File: src/hdl/pmg_regs.svh
// Register indices, field positions and reset values of the port-4 pin mux.
// Assumes the includer adds the AXI4-Lite byte address as four times an index.
`ifndef PMG_REGS_SVH
`define PMG_REGS_SVH

`define PMG_IDX_DIR        16'hFFB5
`define PMG_IDX_DATA       16'hFFB7
`define PMG_IDX_CTRL       16'hFFB0
`define PMG_IDX_STAT       16'hFFB1

`define PMG_DIR_RST_EXP    8'h40
`define PMG_DIR_RST_SGL    8'h00
`define PMG_DATA_RST       8'h00
`define PMG_DIR_READ       8'hFF
`define PMG_CTRL_RST       19'h00000
`define PMG_CLK_PIN        6

`define PMG_CTRL_HIE       0
`define PMG_CTRL_GA20E     1
`define PMG_CTRL_SYNC_ENABLE     2
`define PMG_CTRL_SWSTBY    3
`define PMG_CTRL_TXOS_LO   4
`define PMG_CTRL_T1OS_LO   8
`define PMG_CTRL_T1CCLR_LO 12
`define PMG_CTRL_T1CKS_LO  14
`define PMG_CTRL_T0CCLR_LO 17

`define PMG_MODE_SGL       2'h3
`define PMG_CKS_EXT_MIN    3'h5
`define PMG_CCLR_EXT       2'h3
`define PMG_RESP_OKAY      2'h0
`define PMG_RESP_SLVERR    2'h2

`endif

File: src/hdl/pmg_pkg.sv
// Types shared by the port-4 pin mux.
// Assumes pmg_regs.svh holds the numeric constants.
package pmg_pkg;

  typedef logic [1:0] pmg_mode_t;

  // Peripheral signals that drive pins
  typedef struct packed {
    logic timer_x_out;
    logic timer1_out;
    logic clamp_out;
    logic hsync_out;
    logic gate_a20_out;
    logic host_irq_one;
    logic host_irq_eleven;
    logic host_irq_twelve;
    logic clock_out;
  } pmg_periph_out_t;

  // Pin levels handed to peripherals
  typedef struct packed {
    logic timer1_reset_in;
    logic composite_sync_in;
    logic timer1_ext_clock_in;
    logic hsync_in;
    logic field_feedback_in;
    logic timer0_reset_in;
    logic host_chip_select_n;
  } pmg_periph_in_t;

endpackage : pmg_pkg

File: src/hdl/pmg_port4.sv
// Port-4 GPIO with per-pin function mux and an AXI4-Lite register slave.
// Assumes pins and mode straps are asynchronous; peripherals share sys_clk.
`timescale 1ns/1ps
`include "pmg_regs.svh"

module pmg_port4 #(
  parameter int ADDR_W = 18
) (
  input  wire logic                  sys_clk,
  input  wire logic                  reset,
  input  wire logic [ADDR_W-1:0]     s_axi_awaddr,
  input  wire logic                  s_axi_awvalid,
  output      logic                  s_axi_awready,
  input  wire logic [31:0]           s_axi_wdata,
  input  wire logic [3:0]            s_axi_wstrb,
  input  wire logic                  s_axi_wvalid,
  output      logic                  s_axi_wready,
  output      logic [1:0]            s_axi_bresp,
  output      logic                  s_axi_bvalid,
  input  wire logic                  s_axi_bready,
  input  wire logic [ADDR_W-1:0]     s_axi_araddr,
  input  wire logic                  s_axi_arvalid,
  output      logic                  s_axi_arready,
  output      logic [31:0]           s_axi_rdata,
  output      logic [1:0]            s_axi_rresp,
  output      logic                  s_axi_rvalid,
  input  wire logic                  s_axi_rready,
  input  wire logic [1:0]            mode_pins,
  input  wire logic                  hw_standby,
  input  wire pmg_pkg::pmg_periph_out_t periph_out,
  output      pmg_pkg::pmg_periph_in_t  periph_in,
  input  wire logic [7:0]            pin_in,
  output      logic [7:0]            pin_out,
  output      logic [7:0]            pin_oe_n
);
  import pmg_pkg::*;

  ////////////////////////////////////////////////////////////////////////////
  // Synchronisers

  logic [7:0]  pin_meta_q;
  logic [7:0]  pin_q;
  logic [1:0]  mode_meta_q;
  logic [1:0]  mode_sync_q;
  logic        stby_meta_q;
  logic        stby_q;

  always_ff @(posedge sys_clk) begin
    pin_meta_q  <= pin_in;
    pin_q       <= pin_meta_q;
    mode_meta_q <= mode_pins;
    mode_sync_q <= mode_meta_q;
    stby_meta_q <= hw_standby;
    stby_q      <= stby_meta_q;
  end

  ////////////////////////////////////////////////////////////////////////////
  // Mode strap, caught while reset is held

  pmg_mode_t mode_q;
  logic      init_now;
  logic      expanded;
  logic      slave;

  always_ff @(posedge sys_clk) begin
    if (reset) begin
      mode_q <= mode_sync_q;
    end
  end

  assign init_now = reset || stby_q;
  assign expanded = (mode_q != `PMG_MODE_SGL);

  ////////////////////////////////////////////////////////////////////////////
  // AXI4-Lite write channels

  logic              awready_q;
  logic              wready_q;
  logic              aw_held_q;
  logic              w_held_q;
  logic [ADDR_W-1:0] aw_addr_q;
  logic [31:0]       w_data_q;
  logic              w_lane0_q;
  logic              bvalid_q;
  logic [1:0]        bresp_q;
  logic              wr_fire;
  logic [15:0]       wr_idx;
  logic              wr_en;
  logic              wr_known;

  assign wr_fire  = aw_held_q && w_held_q && !bvalid_q;
  assign wr_idx   = aw_addr_q[ADDR_W-1:2];
  assign wr_en    = wr_fire && w_lane0_q;
  assign wr_known = (wr_idx == `PMG_IDX_DIR) || (wr_idx == `PMG_IDX_DATA) ||
                    (wr_idx == `PMG_IDX_CTRL) || (wr_idx == `PMG_IDX_STAT);

  always_ff @(posedge sys_clk) begin
    if (reset) begin
      awready_q <= 1'b1;
      wready_q  <= 1'b1;
      aw_held_q <= 1'b0;
      w_held_q  <= 1'b0;
      aw_addr_q <= '0;
      w_data_q  <= 32'h00000000;
      w_lane0_q <= 1'b0;
      bvalid_q  <= 1'b0;
      bresp_q   <= `PMG_RESP_OKAY;
    end else begin
      if (s_axi_awvalid && awready_q) begin
        aw_held_q <= 1'b1;
        aw_addr_q <= s_axi_awaddr;
        awready_q <= 1'b0;
      end
      if (s_axi_wvalid && wready_q) begin
        w_held_q  <= 1'b1;
        w_data_q  <= s_axi_wdata;
        w_lane0_q <= s_axi_wstrb[0];
        wready_q  <= 1'b0;
      end
      if (wr_fire) begin
        aw_held_q <= 1'b0;
        w_held_q  <= 1'b0;
        bvalid_q  <= 1'b1;
        bresp_q   <= wr_known ? `PMG_RESP_OKAY : `PMG_RESP_SLVERR;
      end
      if (bvalid_q && s_axi_bready) begin
        bvalid_q  <= 1'b0;
        awready_q <= 1'b1;
        wready_q  <= 1'b1;
      end
    end
  end

  ////////////////////////////////////////////////////////////////////////////
  // Direction register

  logic [7:0] dir_q;
  logic [7:0] dir_wr;

  always_comb begin
    dir_wr = w_data_q[7:0];
    if (expanded) begin
      dir_wr[`PMG_CLK_PIN] = 1'b1;
    end
  end

  always_ff @(posedge sys_clk) begin
    if (init_now) begin
      dir_q <= (reset ? (mode_sync_q != `PMG_MODE_SGL) : expanded) ?
               `PMG_DIR_RST_EXP : `PMG_DIR_RST_SGL;
    end else if (wr_en && wr_idx == `PMG_IDX_DIR) begin
      dir_q <= dir_wr;
    end
  end

  ////////////////////////////////////////////////////////////////////////////
  // Data register

  logic [7:0] data_q;

  always_ff @(posedge sys_clk) begin
    if (init_now) begin
      data_q <= `PMG_DATA_RST;
    end else if (wr_en && wr_idx == `PMG_IDX_DATA) begin
      data_q <= {w_data_q[7], 1'b0, w_data_q[5:0]};
    end
  end

  ////////////////////////////////////////////////////////////////////////////
  // Control register

  logic [18:0] ctrl_q;
  logic [18:0] ctrl_wr;
  logic        sw_stby;

  assign sw_stby = ctrl_q[`PMG_CTRL_SWSTBY];

  always_comb begin
    ctrl_wr = w_data_q[18:0];
    if (ctrl_wr[`PMG_CTRL_SWSTBY]) begin
      ctrl_wr[`PMG_CTRL_SYNC_ENABLE]              = 1'b0;
      ctrl_wr[`PMG_CTRL_T1OS_LO+3 -: 8]     = 8'h00;
    end
  end

  always_ff @(posedge sys_clk) begin
    if (init_now) begin
      ctrl_q <= `PMG_CTRL_RST;
    end else if (wr_en && wr_idx == `PMG_IDX_CTRL) begin
      ctrl_q <= ctrl_wr;
    end else if (sw_stby) begin
      ctrl_q[`PMG_CTRL_SYNC_ENABLE]          <= 1'b0;
      ctrl_q[`PMG_CTRL_T1OS_LO+3 -: 8] <= 8'h00;
    end
  end

  ////////////////////////////////////////////////////////////////////////////
  // Function selects

  logic       sync_en;
  logic       gate_a20_out_en;
  logic [3:0] tx_os;
  logic [3:0] t1_os;
  logic [1:0] t1_cclr;
  logic [2:0] t1_cks;
  logic [1:0] t0_cclr;

  assign sync_en = ctrl_q[`PMG_CTRL_SYNC_ENABLE];
  assign gate_a20_out_en = ctrl_q[`PMG_CTRL_GA20E];
  assign tx_os   = ctrl_q[`PMG_CTRL_TXOS_LO+:4];
  assign t1_os   = ctrl_q[`PMG_CTRL_T1OS_LO+:4];
  assign t1_cclr = ctrl_q[`PMG_CTRL_T1CCLR_LO+:2];
  assign t1_cks  = ctrl_q[`PMG_CTRL_T1CKS_LO+:3];
  assign t0_cclr = ctrl_q[`PMG_CTRL_T0CCLR_LO+:2];
  assign slave   = !expanded && ctrl_q[`PMG_CTRL_HIE];

  ////////////////////////////////////////////////////////////////////////////
  // Pin mux

  logic [7:0]     out_d;
  logic [7:0]     drv_d;
  pmg_periph_in_t pin_fn_d;

  always_comb begin
    out_d = data_q;
    drv_d = dir_q;
    if (sync_en) begin
      out_d[7] = periph_out.clamp_out;
      drv_d[7] = 1'b1;
    end else if (tx_os != 4'h0) begin
      out_d[7] = periph_out.timer_x_out;
      drv_d[7] = 1'b1;
    end else if (gate_a20_out_en && slave) begin
      out_d[7] = periph_out.gate_a20_out;
    end
    out_d[6] = periph_out.clock_out;
    if (expanded) begin
      drv_d[6] = 1'b1;
    end else if (slave) begin
      drv_d[6] = 1'b0;
    end
    if (slave) begin
      out_d[5] = periph_out.host_irq_twelve;
    end
    if (sync_en) begin
      out_d[4] = periph_out.hsync_out;
      drv_d[4] = 1'b1;
    end else if (t1_os != 4'h0) begin
      out_d[4] = periph_out.timer1_out;
      drv_d[4] = 1'b1;
    end else if (slave) begin
      out_d[4] = periph_out.host_irq_one;
    end
    if (slave) begin
      out_d[3] = periph_out.host_irq_eleven;
    end
  end

  always_comb begin
    pin_fn_d.timer1_reset_in     = (t1_cclr == `PMG_CCLR_EXT) && !dir_q[5] &&
                                   pin_q[5];
    pin_fn_d.composite_sync_in   = !dir_q[5] && pin_q[5];
    pin_fn_d.timer1_ext_clock_in = (t1_cks >= `PMG_CKS_EXT_MIN) && !dir_q[3] &&
                                   pin_q[3];
    pin_fn_d.hsync_in            = !dir_q[3] && pin_q[3];
    pin_fn_d.field_feedback_in   = !expanded && !slave && !dir_q[6] &&
                                   pin_q[6];
    pin_fn_d.timer0_reset_in     = (t0_cclr == `PMG_CCLR_EXT) && !dir_q[2] &&
                                   pin_q[2];
    pin_fn_d.host_chip_select_n  = slave ? pin_q[6] : 1'b1;
  end

  always_ff @(posedge sys_clk) begin
    if (reset) begin
      pin_out   <= 8'h00;
      pin_oe_n  <= 8'hFF;
      periph_in <= '{default: 1'b0, host_chip_select_n: 1'b1};
    end else begin
      pin_out   <= out_d;
      pin_oe_n  <= ~drv_d;
      periph_in <= pin_fn_d;
    end
  end

  ////////////////////////////////////////////////////////////////////////////
  // AXI4-Lite read channel

  logic [15:0] rd_idx;
  logic [31:0] rd_data_d;
  logic [1:0]  rd_resp_d;
  logic [7:0]  data_view;
  logic        arready_q;
  logic        rvalid_q;
  logic [31:0] rdata_q;
  logic [1:0]  rresp_q;

  assign rd_idx = s_axi_araddr[ADDR_W-1:2];

  always_comb begin
    data_view = (dir_q & data_q) | (~dir_q & pin_q);
    data_view[`PMG_CLK_PIN] = pin_q[`PMG_CLK_PIN];
    rd_resp_d = `PMG_RESP_OKAY;
    case (rd_idx)
      `PMG_IDX_DIR:  rd_data_d = {24'h000000, `PMG_DIR_READ};
      `PMG_IDX_DATA: rd_data_d = {24'h000000, data_view};
      `PMG_IDX_CTRL: rd_data_d = {13'h0000, ctrl_q};
      `PMG_IDX_STAT: rd_data_d = {16'h0000, pin_q, 4'h0, stby_q, slave, mode_q};
      default: begin
        rd_data_d = 32'h00000000;
        rd_resp_d = `PMG_RESP_SLVERR;
      end
    endcase
  end

  always_ff @(posedge sys_clk) begin
    if (reset) begin
      arready_q <= 1'b1;
      rvalid_q  <= 1'b0;
      rdata_q   <= 32'h00000000;
      rresp_q   <= `PMG_RESP_OKAY;
    end else if (s_axi_arvalid && arready_q) begin
      arready_q <= 1'b0;
      rvalid_q  <= 1'b1;
      rdata_q   <= rd_data_d;
      rresp_q   <= rd_resp_d;
    end else if (rvalid_q && s_axi_rready) begin
      arready_q <= 1'b1;
      rvalid_q  <= 1'b0;
    end
  end

  assign s_axi_awready = awready_q;
  assign s_axi_wready  = wready_q;
  assign s_axi_bvalid  = bvalid_q;
  assign s_axi_bresp   = bresp_q;
  assign s_axi_arready = arready_q;
  assign s_axi_rvalid  = rvalid_q;
  assign s_axi_rdata   = rdata_q;
  assign s_axi_rresp   = rresp_q;

endmodule : pmg_port4

File: config.mk
export PLATFORM = sky130hd
export DESIGN_NAME = pmg_port4
export DESIGN_NICKNAME = d
export VERILOG_FILES = /design/src/hdl/pmg_pkg.sv /design/src/hdl/pmg_port4.sv
export VERILOG_INCLUDE_DIRS = /design/src /design/src/hdl
export SDC_FILE = /design/constraint.sdc
export NUM_CORES = 1
export LEC_CHECK = 0
export BUFFER_PORTS_ARGS = -buffer_cell sky130_fd_sc_hd__buf_2
export CAP_MARGIN = 0
export CORE_UTILIZATION = 40
export DETAILED_ROUTE_END_ITERATION = 7
export SYNTH_ARGS = -nofsm -noshare
export SYNTH_HDL_FRONTEND = slang
export SYNTH_SLANG_ARGS = --single-unit
File: constraint.sdc
create_clock -name sys_clk -period 2.8 [get_ports sys_clk]
set_input_delay 0.14 -clock sys_clk [delete_from_list [all_inputs] [get_ports sys_clk]]
set_output_delay 0.14 -clock sys_clk [all_outputs]
set_load 0.05 [all_outputs]
==> results of run 1 <==
## metal layers
layer	vias to the layer above	track usage (%)	wire (um)
li1	2338	-	-
met1	2074	27.0	6480
met2	158	30.4	5770
met3	20	5.09	694
met4	0	10.0	281
met5	-	0	0
## cells by family (layout without fill, tap and decap cells)
group / count (synthesis) / in the layout
buf+inv: 66 / 242
simple gates: 223 / 223
flops: 145 / 145
compound gates: 128 / 128
other cells: 1 / 15
mux: 27 / 27
## layout make-up
class | instances | area [um^2]
clock buffers | 17 | 425
flip-flops and latches | 145 | 3000
multi-input cells | 393 | 2080
clock inverters | 15 | 121
repair buffers | 190 | 1250
inverters | 20 | 75.1
well taps | 172 | 215
fillers | 1193 | 5650
## Yosys cell counts, types with 4 or more instances
cell,number
dfxtp_1,135
nand2_1,123
a21oi_1,69
o21ai_0,37
mux2i_1,27
clkbuf_1,26
nor2_1,22
inv_1,20
buf_4,15
nor2b_1,14
nand4_1,13
edfxtp_1,10
nand2b_1,10
or4_1,8
a31oi_1,6
nand3_1,6
nor3_1,5
nor4_1,5
buf_1,4
## power by group through the flow
stage,sequential (mW),combinational [mW],clock [mW]
floorplan,2.29,0.205,0
global placement,2.25,0.339,0
detailed placement,2.25,0.344,0
CTS,2.21,0.403,2.09
global route,2.22,0.440,2.19
finish,2.21,0.403,2.06
## state kept, by name, summed over array words and instances (netlist names), 2 cells and up
signal       count
ctrl_q          19
s_axi_rdata     19
w_data_q        19
aw_addr_q       16
dir_q            8
pin_meta_q       8
pin_oe_n         8
pin_out          8
pin_q            8
data_q           7
periph_in        7
mode_meta_q      2
mode_q           2
mode_sync_q      2
## stage by stage
step	hold WS, ns	std cells	power, mW
2_1_floorplan	0.168	604	2.49
3_3_place_gp	0.242	865	2.59
3_5_place_dp	0.245	865	2.60
4_1_cts	0.00427	952	4.70
5_1_grt	0.0229	952	4.85
6_report	0.0132	952	4.67
## worst register-to-register path, delay by kind of cell, from the launching register on
kind	cells	cell delay, ns
DFF	1	0.35
and+or+nand+nor	3	1.44
AOI/OAI and AO/OA	1	0.17
## worst max path at each step
stage	startpoint	endpoint	slack [ns]	cells after the start
after floorplan	s_axi_bvalid	dir_q[0]	0.32	4
after global placement	aw_addr_q[3]	ctrl_q[2]	0.82	4
after detailed placement	aw_addr_q[3]	ctrl_q[2]	0.80	4
after CTS	aw_addr_q[3]	ctrl_q[2]	0.78	4
after global routing	aw_addr_q[5]	ctrl_q[10]	0.65	4
final	aw_addr_q[3]	ctrl_q[2]	0.77	4
## timing repair
action,CTS,global route
hold buffers,55,0
setup buffers,0,0
hold endpoints to repair,56,0
==> results.py, run 1 <==
metrics = {
    "run_status": {
        "status": "complete, no violations",
    },
    "pwr": {
        "netSwitchingFraction_pct": 24.5,
        "p_per_area_mw_per_mm2": 651,
        "ir_drop_mv": 0.398,
        "comb_power_share_pct": 8.6,
        "p_int_mw": 3.53,
        "seqPwrFrac_pct": 47.3,
        "power.switching_mw": 1.14,
        "p_clk_share_pct": 44.1,
        "p_leak_nw": 3.07,
    },
    "clock_tree": {
        "htree_levels": 4,
        "clkTransAtPathRegs_ns": 0.06,
        "numClockSinks": 145,
        "cts_made_buffers": 17,
        "clk_latency_ns": 0.42,
        "cts_tree": "done",
        "cts_resized": 0,
        "clockBufferDepth": 2,
        "clockRootBuffer": "clkbuf_16",
    },
    "critical_path": {
        "path_buf_inv": 0,
        "cpLargestDelayFamily": "simple AND/OR/NAND/NOR gates",
        "r2r-end": "ctrl_q[2]",
        "crit_path_frequent_cell": "or4b_1",
        "slowest_delay_ns": 0.50,
        "r2r_setup_slack_ns": 0.77,
        "path_cells": "or4b_1 -> or3_4 -> or4b_1 -> a21oi_1",
        "endpoint_kind": "register",
        "crit_required_ns": 3.15,
        "slowest_stage": "or4b_1",
        "path_class": "register to register",
        "worst-path-max-fanout": 25,
        "r2r_cells": 4,
        "timing.rr.start": "aw_addr_q[3]",
        "start_kind": "register",
        "crit_arrival_ns": 2.38,
    },
    "final_layout": {
        "design_area_mm2": 0.00717,
        "utilization_pct": 55.9,
        "n_antenna_cell": 0,
        "drive_above_1_share_pct": 21.8,
        "syn_to_final_growth_pct": 34.3,
        "layout_commonest_cell": "dfxtp_1",
        "final_cell_mix": "dfxtp_1 (135), buf_2 (127), nand2_1 (123)",
        "nets": 866,
    },
    "synth": {
        "synth.area.mux_share_pct": 5.06,
        "synth_cell_types": 41,
        "ys_async_sr_fraction_pct": 0,
        "synth-simple-area-share_pct": 19.8,
        "synth_ff_type": "dfxtp_1",
        "synthXorXnorAreaFrac_pct": 0,
        "synth_top_cells_by_area": "dfxtp_1 (51%), nand2_1 (8.6%), a21oi_1 (6.5%), edfxtp_1 (5.6%), mux2i_1 (5.1%)",
        "yosys_warnings": 0,
        "synth_edf_count": 10,
        "syn_inst": 590,
        "syn_area_mm2": 0.00534,
        "syn_area_per_cell_um2": 9.05,
        "synth_fa_ha_area_share_pct": 0,
        "synth_top_area_share_pct": 50.6,
        "synth-seq-area-share_pct": 56.2,
        "synth_compound_area_share_pct": 13.0,
        "synth_seq_cells": 145,
        "synth_top_family_by_area": "simple AND/OR/NAND/NOR gates",
        "synth_top_area_cell": "dfxtp_1",
    },
    "global_routing": {
        "grtUsageTotal_pct": 20.2,
        "grt_pass1_wl_um": 21700,
        "grt_pass1_vias": 4357,
        "grt_max_degree": 50,
        "antenna_found_initial": 0,
        "overflow": 0,
    },
    "timing": {
        "setup_violations": 0,
        "slew_headroom_pct": 33.6,
        "timing.fmax_ghz": 0.491,
        "report.final.slew_viol_count": 0,
        "finalCritPeriodShare_pct": 72.7,
        "timing.final.ws_setup_ns": 0.765,
        "finalHoldViolations": 0,
        "setup_tns_ns": 0,
        "worst_pin_slew_ns": 0.993,
        "clock_skew_ns": 0.0117,
        "finalCriticalPeriod_ns": 2.03,
        "rsz0062_at_grt": "false",
    },
    "die": {
        "die_area_mm2": 0.0138,
        "initial_core_util_pct": 41.6,
        "core_mm2": 0.0128,
        "die_h_um": 118,
        "io_pins": 163,
        "rows": 41,
        "die_w_um": 118,
    },
    "placed_design": {
        "dp_hpwl_um": 9320,
        "portBuffers": 127,
        "dp_slack_ns": 0.797,
        "gp_congestion": 0.836,
        "place_area_mm2": 0.00607,
    },
    "route": {
        "first_pass_iters": 4,
        "postRouteAntennaNets": 0,
        "drc": 0,
        "wl_um": 13200,
        "detail_route.vias_per_cell": 4.82,
        "num_vias": 4590,
        "dr.first_iter.drc_count": 376,
        "post_drt_wl_per_cell_um": 13.9,
    },
    "hold_path": {
        "holdPathStages": 3,
        "hold_class": "primary input to register",
        "hp-start": "s_axi_bready",
        "min_delay_worst_endpoint": "s_axi_bvalid",
    },
    "job": {
        "maxCapViolCount": 0,
    },
}
Note: power is estimated with default switching activity, not from simulation.
==> run 2: changes to the inputs <==
PLACE_DENSITY = 0.67   (was not set)
clock period = 1.7 ns   (was 2.8 ns; I/O delays follow)
==> run 2 against run 1 <==
Wire length rose by 4.7%. Register-to-register slack got worse by 0.95 ns. Critical path depth did not move. The run now ends with setup timing left. Cell area rose by 4.7%. Clock skew fell by 0.0057 ns. Fmax rose by 7.9%. Largest cell class unchanged. Total power rose by 68%. Via count rose by 3.9%.
==> results.py, run 2 (synthesis gave the netlist of run 1 again) <==
metrics = {
    "placed_design": {
        "portBuffers": 127,
        "dp_slack_ns": -0.180,
        "gp_congestion": 0.880,
        "place_area_mm2": 0.00627,
        "place_inst": 887,
        "dp_hpwl_um": 9780,
    },
    "die": {
        "die_w_um": 118,
        "core_mm2": 0.0128,
        "initial_core_util_pct": 41.6,
        "rows": 41,
        "io_pins": 163,
        "die_area_mm2": 0.0138,
        "die_h_um": 118,
    },
    "final_layout": {
        "layout_commonest_cell": "dfxtp_1",
        "n_antenna_cell": 0,
        "design_area_mm2": 0.00751,
        "fillers": 1126,
        "regArea_mm2": 0.00301,
        "final_cell_mix": "dfxtp_1 (132), buf_2 (127), nand2_1 (123)",
        "final_cells": 982,
        "drive_above_1_share_pct": 26.2,
        "syn_to_final_growth_pct": 40.7,
        "multi_input_area_mm2": 0.00216,
        "nets": 896,
    },
    "run_status": {
        "status": "finished, violations left",
        "violations": "setup timing",
    },
    "pwr": {
        "p_per_area_mw_per_mm2": 1050,
        "p_leak_nw": 3.25,
        "ir_drop_mv": 0.668,
    },
    "route": {
        "postRouteAntennaNets": 0,
        "drc": 0,
        "first_pass_iters": 5,
        "dr.first_iter.drc_count": 346,
        "wl_um": 13900,
        "post_drt_wl_per_cell_um": 14.1,
        "detail_route.vias_per_cell": 4.86,
        "num_vias": 4769,
    },
    "clock_tree": {
        "clockRootBuffer": "clkbuf_16",
        "htree_levels": 4,
        "clk_latency_ns": 0.43,
        "numClockSinks": 145,
        "cts_tree": "done",
        "cts_made_buffers": 17,
        "clkTransAtPathRegs_ns": 0.06,
        "clockBufferDepth": 2,
    },
    "timing": {
        "timing.final.ws_setup_ns": -0.185,
        "finalCriticalPeriod_ns": 1.88,
        "timing.fmax_ghz": 0.531,
        "finalCritPeriodShare_pct": 111,
        "finalHoldViolations": 0,
        "slew_headroom_pct": 55.5,
        "report.final.slew_viol_count": 0,
        "worst_pin_slew_ns": 0.666,
        "whs_ns": 0.0427,
        "rsz0062_at_grt": "true",
        "clock_skew_ns": 0.00603,
        "setup_violations": 12,
        "setup_tns_ns": -1.34,
    },
    "global_routing": {
        "grtUsageTotal_pct": 20.6,
        "antenna_found_initial": 0,
        "grt_pass1_vias": 4545,
        "grt_pass1_wl_um": 22100,
        "grt_max_degree": 39,
        "overflow": 0,
    },
    "critical_path": {
        "slowest_stage": "or4b_4",
        "path_cells": "or4b_4 -> or3_4 -> or4b_1 -> a21oi_1",
        "path_buf_inv": 0,
        "endpoint_kind": "register",
        "cpLargestDelayFamily": "simple AND/OR/NAND/NOR gates",
        "slowest_delay_ns": 0.54,
        "crit_required_ns": 2.06,
        "crit_arrival_ns": 2.24,
        "path_class": "register to register",
        "worst-path-max-fanout": 6,
        "r2r_cells": 4,
        "crit_cells": 4,
        "start_kind": "register",
        "r2r_setup_slack_ns": -0.18,
    },
    "job": {
        "maxCapViolCount": 0,
    },
    "hold_path": {
        "hold_class": "primary input to register",
        "holdPathStages": 3,
    },
}
## run 2: cell count changes in the layout (fill, tap and decap cells not counted), sizes merged
cell / change
clkbuf: +3
clkinvlp: -5
buf: +25
inv: +4
dlygate4sd3: +4
or3: +1
clkinv: -2
## run 2: area by class of cell
class / count / share of cell area [%]
flip-flops and latches: 145 / 40.1
multi-input cells: 394 / 28.8
repair buffers: 219 / 19.8
clock buffers: 20 / 6.10
well taps: 172 / 2.87
clock inverters: 12 / 1.40
inverters: 20 / 1.00
## run 2: final timing paths
kind / endpoint / startpoint
min reg2reg: pin_q[1] / pin_meta_q[1]
min: s_axi_rvalid / s_axi_arvalid
max: ctrl_q[2] / aw_addr_q[2]
max reg2reg: ctrl_q[2] / aw_addr_q[2]
## run 2: through the flow
step,total power [mW],utilization (%)
global placement,4.29,48.9
finish,7.86,58.6
floorplan,4.11,-
global route,8.14,58.6
CTS,7.92,58.3
detailed placement,4.30,48.9
## run 2: per-layer routing
layer / global-route usage (%) / wire length (um)
met1: 25.7 / 6070
met2: 33.2 / 6630
met3: 6.01 / 904
met4: 8.57 / 253
met5: 0 / 0
## run 2: worst reg2reg max path, stage by stage, from the launching register on
cell and delay (ns):
dfxtp_2 0.32, or4b_4 0.54, or3_4 0.37, or4b_1 0.47, a21oi_1 0.13
## run 2: what timing repair did
item,in CTS,in global routing
gates resized for setup,16,9
setup endpoints to repair,24,39
hold buffers,59,0
hold endpoints to repair,57,0
gates cloned,2,0
pin swaps,6,3
buffers inserted,2,0
## run 2: where the power goes
group          switching (mW)  internal [mW]  total, mW
Combinational           0.423          0.288      0.712
Clock                    1.42           2.10       3.52
Sequential             0.0753           3.56       3.63
Total                    1.92           5.94       7.86
==> run 3: changes to the inputs <==
CTS_BUF_LIST = sky130_fd_sc_hd__clkbuf_8   (was not set)
SKIP_LAST_GASP = 1   (was not set)
==> run 3 against run 2 <==
The run still ends with setup timing left. Critical path type unchanged. Sequential share of layout area up 0.89 points. Hold slack better by 0.0060 ns. Clock skew down 0.00058 ns.
==> results.py, run 3 (synthesis gave the netlist of run 1 again) <==
metrics = {
    "run_status": {
        "status": "finished, violations left",
        "violations": "setup timing",
    },
    "route": {
        "detail_route.vias_per_cell": 4.88,
        "drc": 0,
        "dr.first_iter.drc_count": 320,
        "post_drt_wl_per_cell_um": 14.0,
        "wl_um": 13800,
        "num_vias": 4799,
        "first_pass_iters": 7,
        "postRouteAntennaNets": 0,
    },
    "global_routing": {
        "overflow": 0,
        "grt_pass1_vias": 4550,
        "grt_max_degree": 39,
        "antenna_found_initial": 0,
        "grt_pass1_wl_um": 22000,
        "grtUsageTotal_pct": 20.4,
    },
    "timing": {
        "finalCriticalPeriod_ns": 1.88,
        "worst_pin_slew_ns": 0.670,
        "rsz0062_at_grt": "true",
        "clock_skew_ns": 0.00545,
        "setup_tns_ns": -1.33,
        "timing.fmax_ghz": 0.531,
        "finalCritPeriodShare_pct": 111,
        "setup_violations": 12,
        "slew_headroom_pct": 55.3,
        "timing.final.ws_setup_ns": -0.184,
        "whs_ns": 0.0487,
        "finalHoldViolations": 0,
        "report.final.slew_viol_count": 0,
    },
    "final_layout": {
        "layout_commonest_cell": "dfxtp_1",
        "drive_above_1_share_pct": 26.1,
        "final_cell_mix": "dfxtp_1 (132), buf_2 (127), nand2_1 (123)",
        "fillers": 1143,
        "design_area_mm2": 0.00735,
        "nets": 898,
        "syn_to_final_growth_pct": 37.6,
        "n_antenna_cell": 0,
        "final_cells": 984,
    },
    "pwr": {
        "p_per_area_mw_per_mm2": 939,
        "p_leak_nw": 3.18,
        "ir_drop_mv": 0.415,
    },
    "clock_tree": {
        "clkTransAtPathRegs_ns": 0.07,
        "clockRootBuffer": "clkbuf_8",
        "clk_latency_ns": 0.44,
        "htree_levels": 4,
        "cts_tree": "done",
        "cts_made_buffers": 17,
        "numClockSinks": 145,
        "clockBufferDepth": 2,
    },
    "die": {
        "die_w_um": 118,
        "core_mm2": 0.0128,
        "io_pins": 163,
        "die_h_um": 118,
        "rows": 41,
        "initial_core_util_pct": 41.6,
        "die_area_mm2": 0.0138,
    },
    "hold_path": {
        "min_delay_worst_endpoint": "pin_out[7]",
        "holdPathStages": 4,
        "hp-start": "periph_out[8]",
        "hold_class": "primary input to register",
    },
    "placed_design": {
        "gp_congestion": 0.880,
        "place_area_mm2": 0.00627,
        "dp_hpwl_um": 9780,
        "portBuffers": 127,
        "place_inst": 887,
    },
    "critical_path": {
        "path_class": "register to register",
        "cpLargestDelayFamily": "simple AND/OR/NAND/NOR gates",
        "path_cells": "or4b_4 -> or3_4 -> or4b_1 -> a21oi_1",
        "path_buf_inv": 0,
        "start_kind": "register",
        "slowest_stage": "or4b_4",
        "crit_required_ns": 2.08,
        "r2r-end": "ctrl_q[2]",
        "crit_arrival_ns": 2.26,
        "endpoint_kind": "register",
        "slowest_delay_ns": 0.54,
        "timing.rr.start": "aw_addr_q[2]",
        "worst-path-max-fanout": 6,
        "r2r_setup_slack_ns": -0.18,
        "r2r_cells": 4,
    },
    "job": {
        "maxCapViolCount": 0,
    },
}
run 3: cell count changes in the layout (fill, tap and decap cells not counted), sizes merged:
cell | before | now
clkbuf | 20 | 17
dlygate4sd3 | 59 | 61
inv | 24 | 26
bufinv | 1 | 2
run 3: power by group:
group,switching (mW),internal [mW],leakage (nW)
Clock,1.26,1.29,0.203
Combinational,0.425,0.292,1.77
Sequential,0.0755,3.55,1.21
run 3: metrics by stage:
stage | total power [mW] | setup WS, ns | utilization (%)
5_1_grt | 7.18 | -0.245 | 57.3
3_3_place_gp | 4.29 | -0.138 | 48.9
3_5_place_dp | 4.30 | -0.180 | 48.9
6_report | 6.90 | -0.184 | 57.3
2_1_floorplan | 4.11 | -0.188 | -
4_1_cts | 6.97 | -0.185 | 57.0
run 3: how the worst max path moves through the flow:
stage	from	to	slack, ns	cells past startpoint
2_1_floorplan	aw_addr_q[3]	ctrl_q[10]	-0.19	5
3_3_place_gp	aw_addr_q[2]	ctrl_q[2]	-0.14	4
3_5_place_dp	aw_addr_q[2]	ctrl_q[2]	-0.18	4
4_1_cts	aw_addr_q[2]	ctrl_q[2]	-0.19	4
5_1_grt	aw_addr_q[2]	ctrl_q[2]	-0.25	4
6_report	aw_addr_q[2]	ctrl_q[2]	-0.18	4
run 3: routing by layer:
layer / vias to the layer above / GRT usage, % / part of all wire, %
li1: 2409 / - / -
met1: 2198 / 25.6 / 45
met2: 176 / 33.5 / 48
met3: 16 / 4.84 / 5.7
met4: 0 / 8.81 / 1.4
met5: - / 0 / 0
run 3: layout make-up:
type / count / area [um^2] / share of cell area (%)
clock buffer: 17 / 234 / 3.18
clock inverter: 15 / 143 / 1.94
inverter: 20 / 75.1 / 1.02
multi-input combinational: 394 / 2160 / 29.4
sequential: 145 / 3010 / 41.0
tap: 172 / 215 / 2.93
timing repair buffer: 221 / 1510 / 20.5
run 3: what timing repair did:
| action | CTS | global route |
|---|---|---|
| hold endpoints to repair | 59 | 0 |
| setup buffers | 2 | 0 |
| gates resized for setup | 16 | 10 |
| pin swaps | 6 | 2 |
| hold buffers | 61 | 0 |
| setup endpoints to repair | 24 | 40 |
| gates cloned | 2 | 0 |
run 3: worst min-delay path: stages:
cell and delay (ns):
buf_2 0.10, nor2_1 0.09, a211o_1 0.10, a21oi_1 0.06
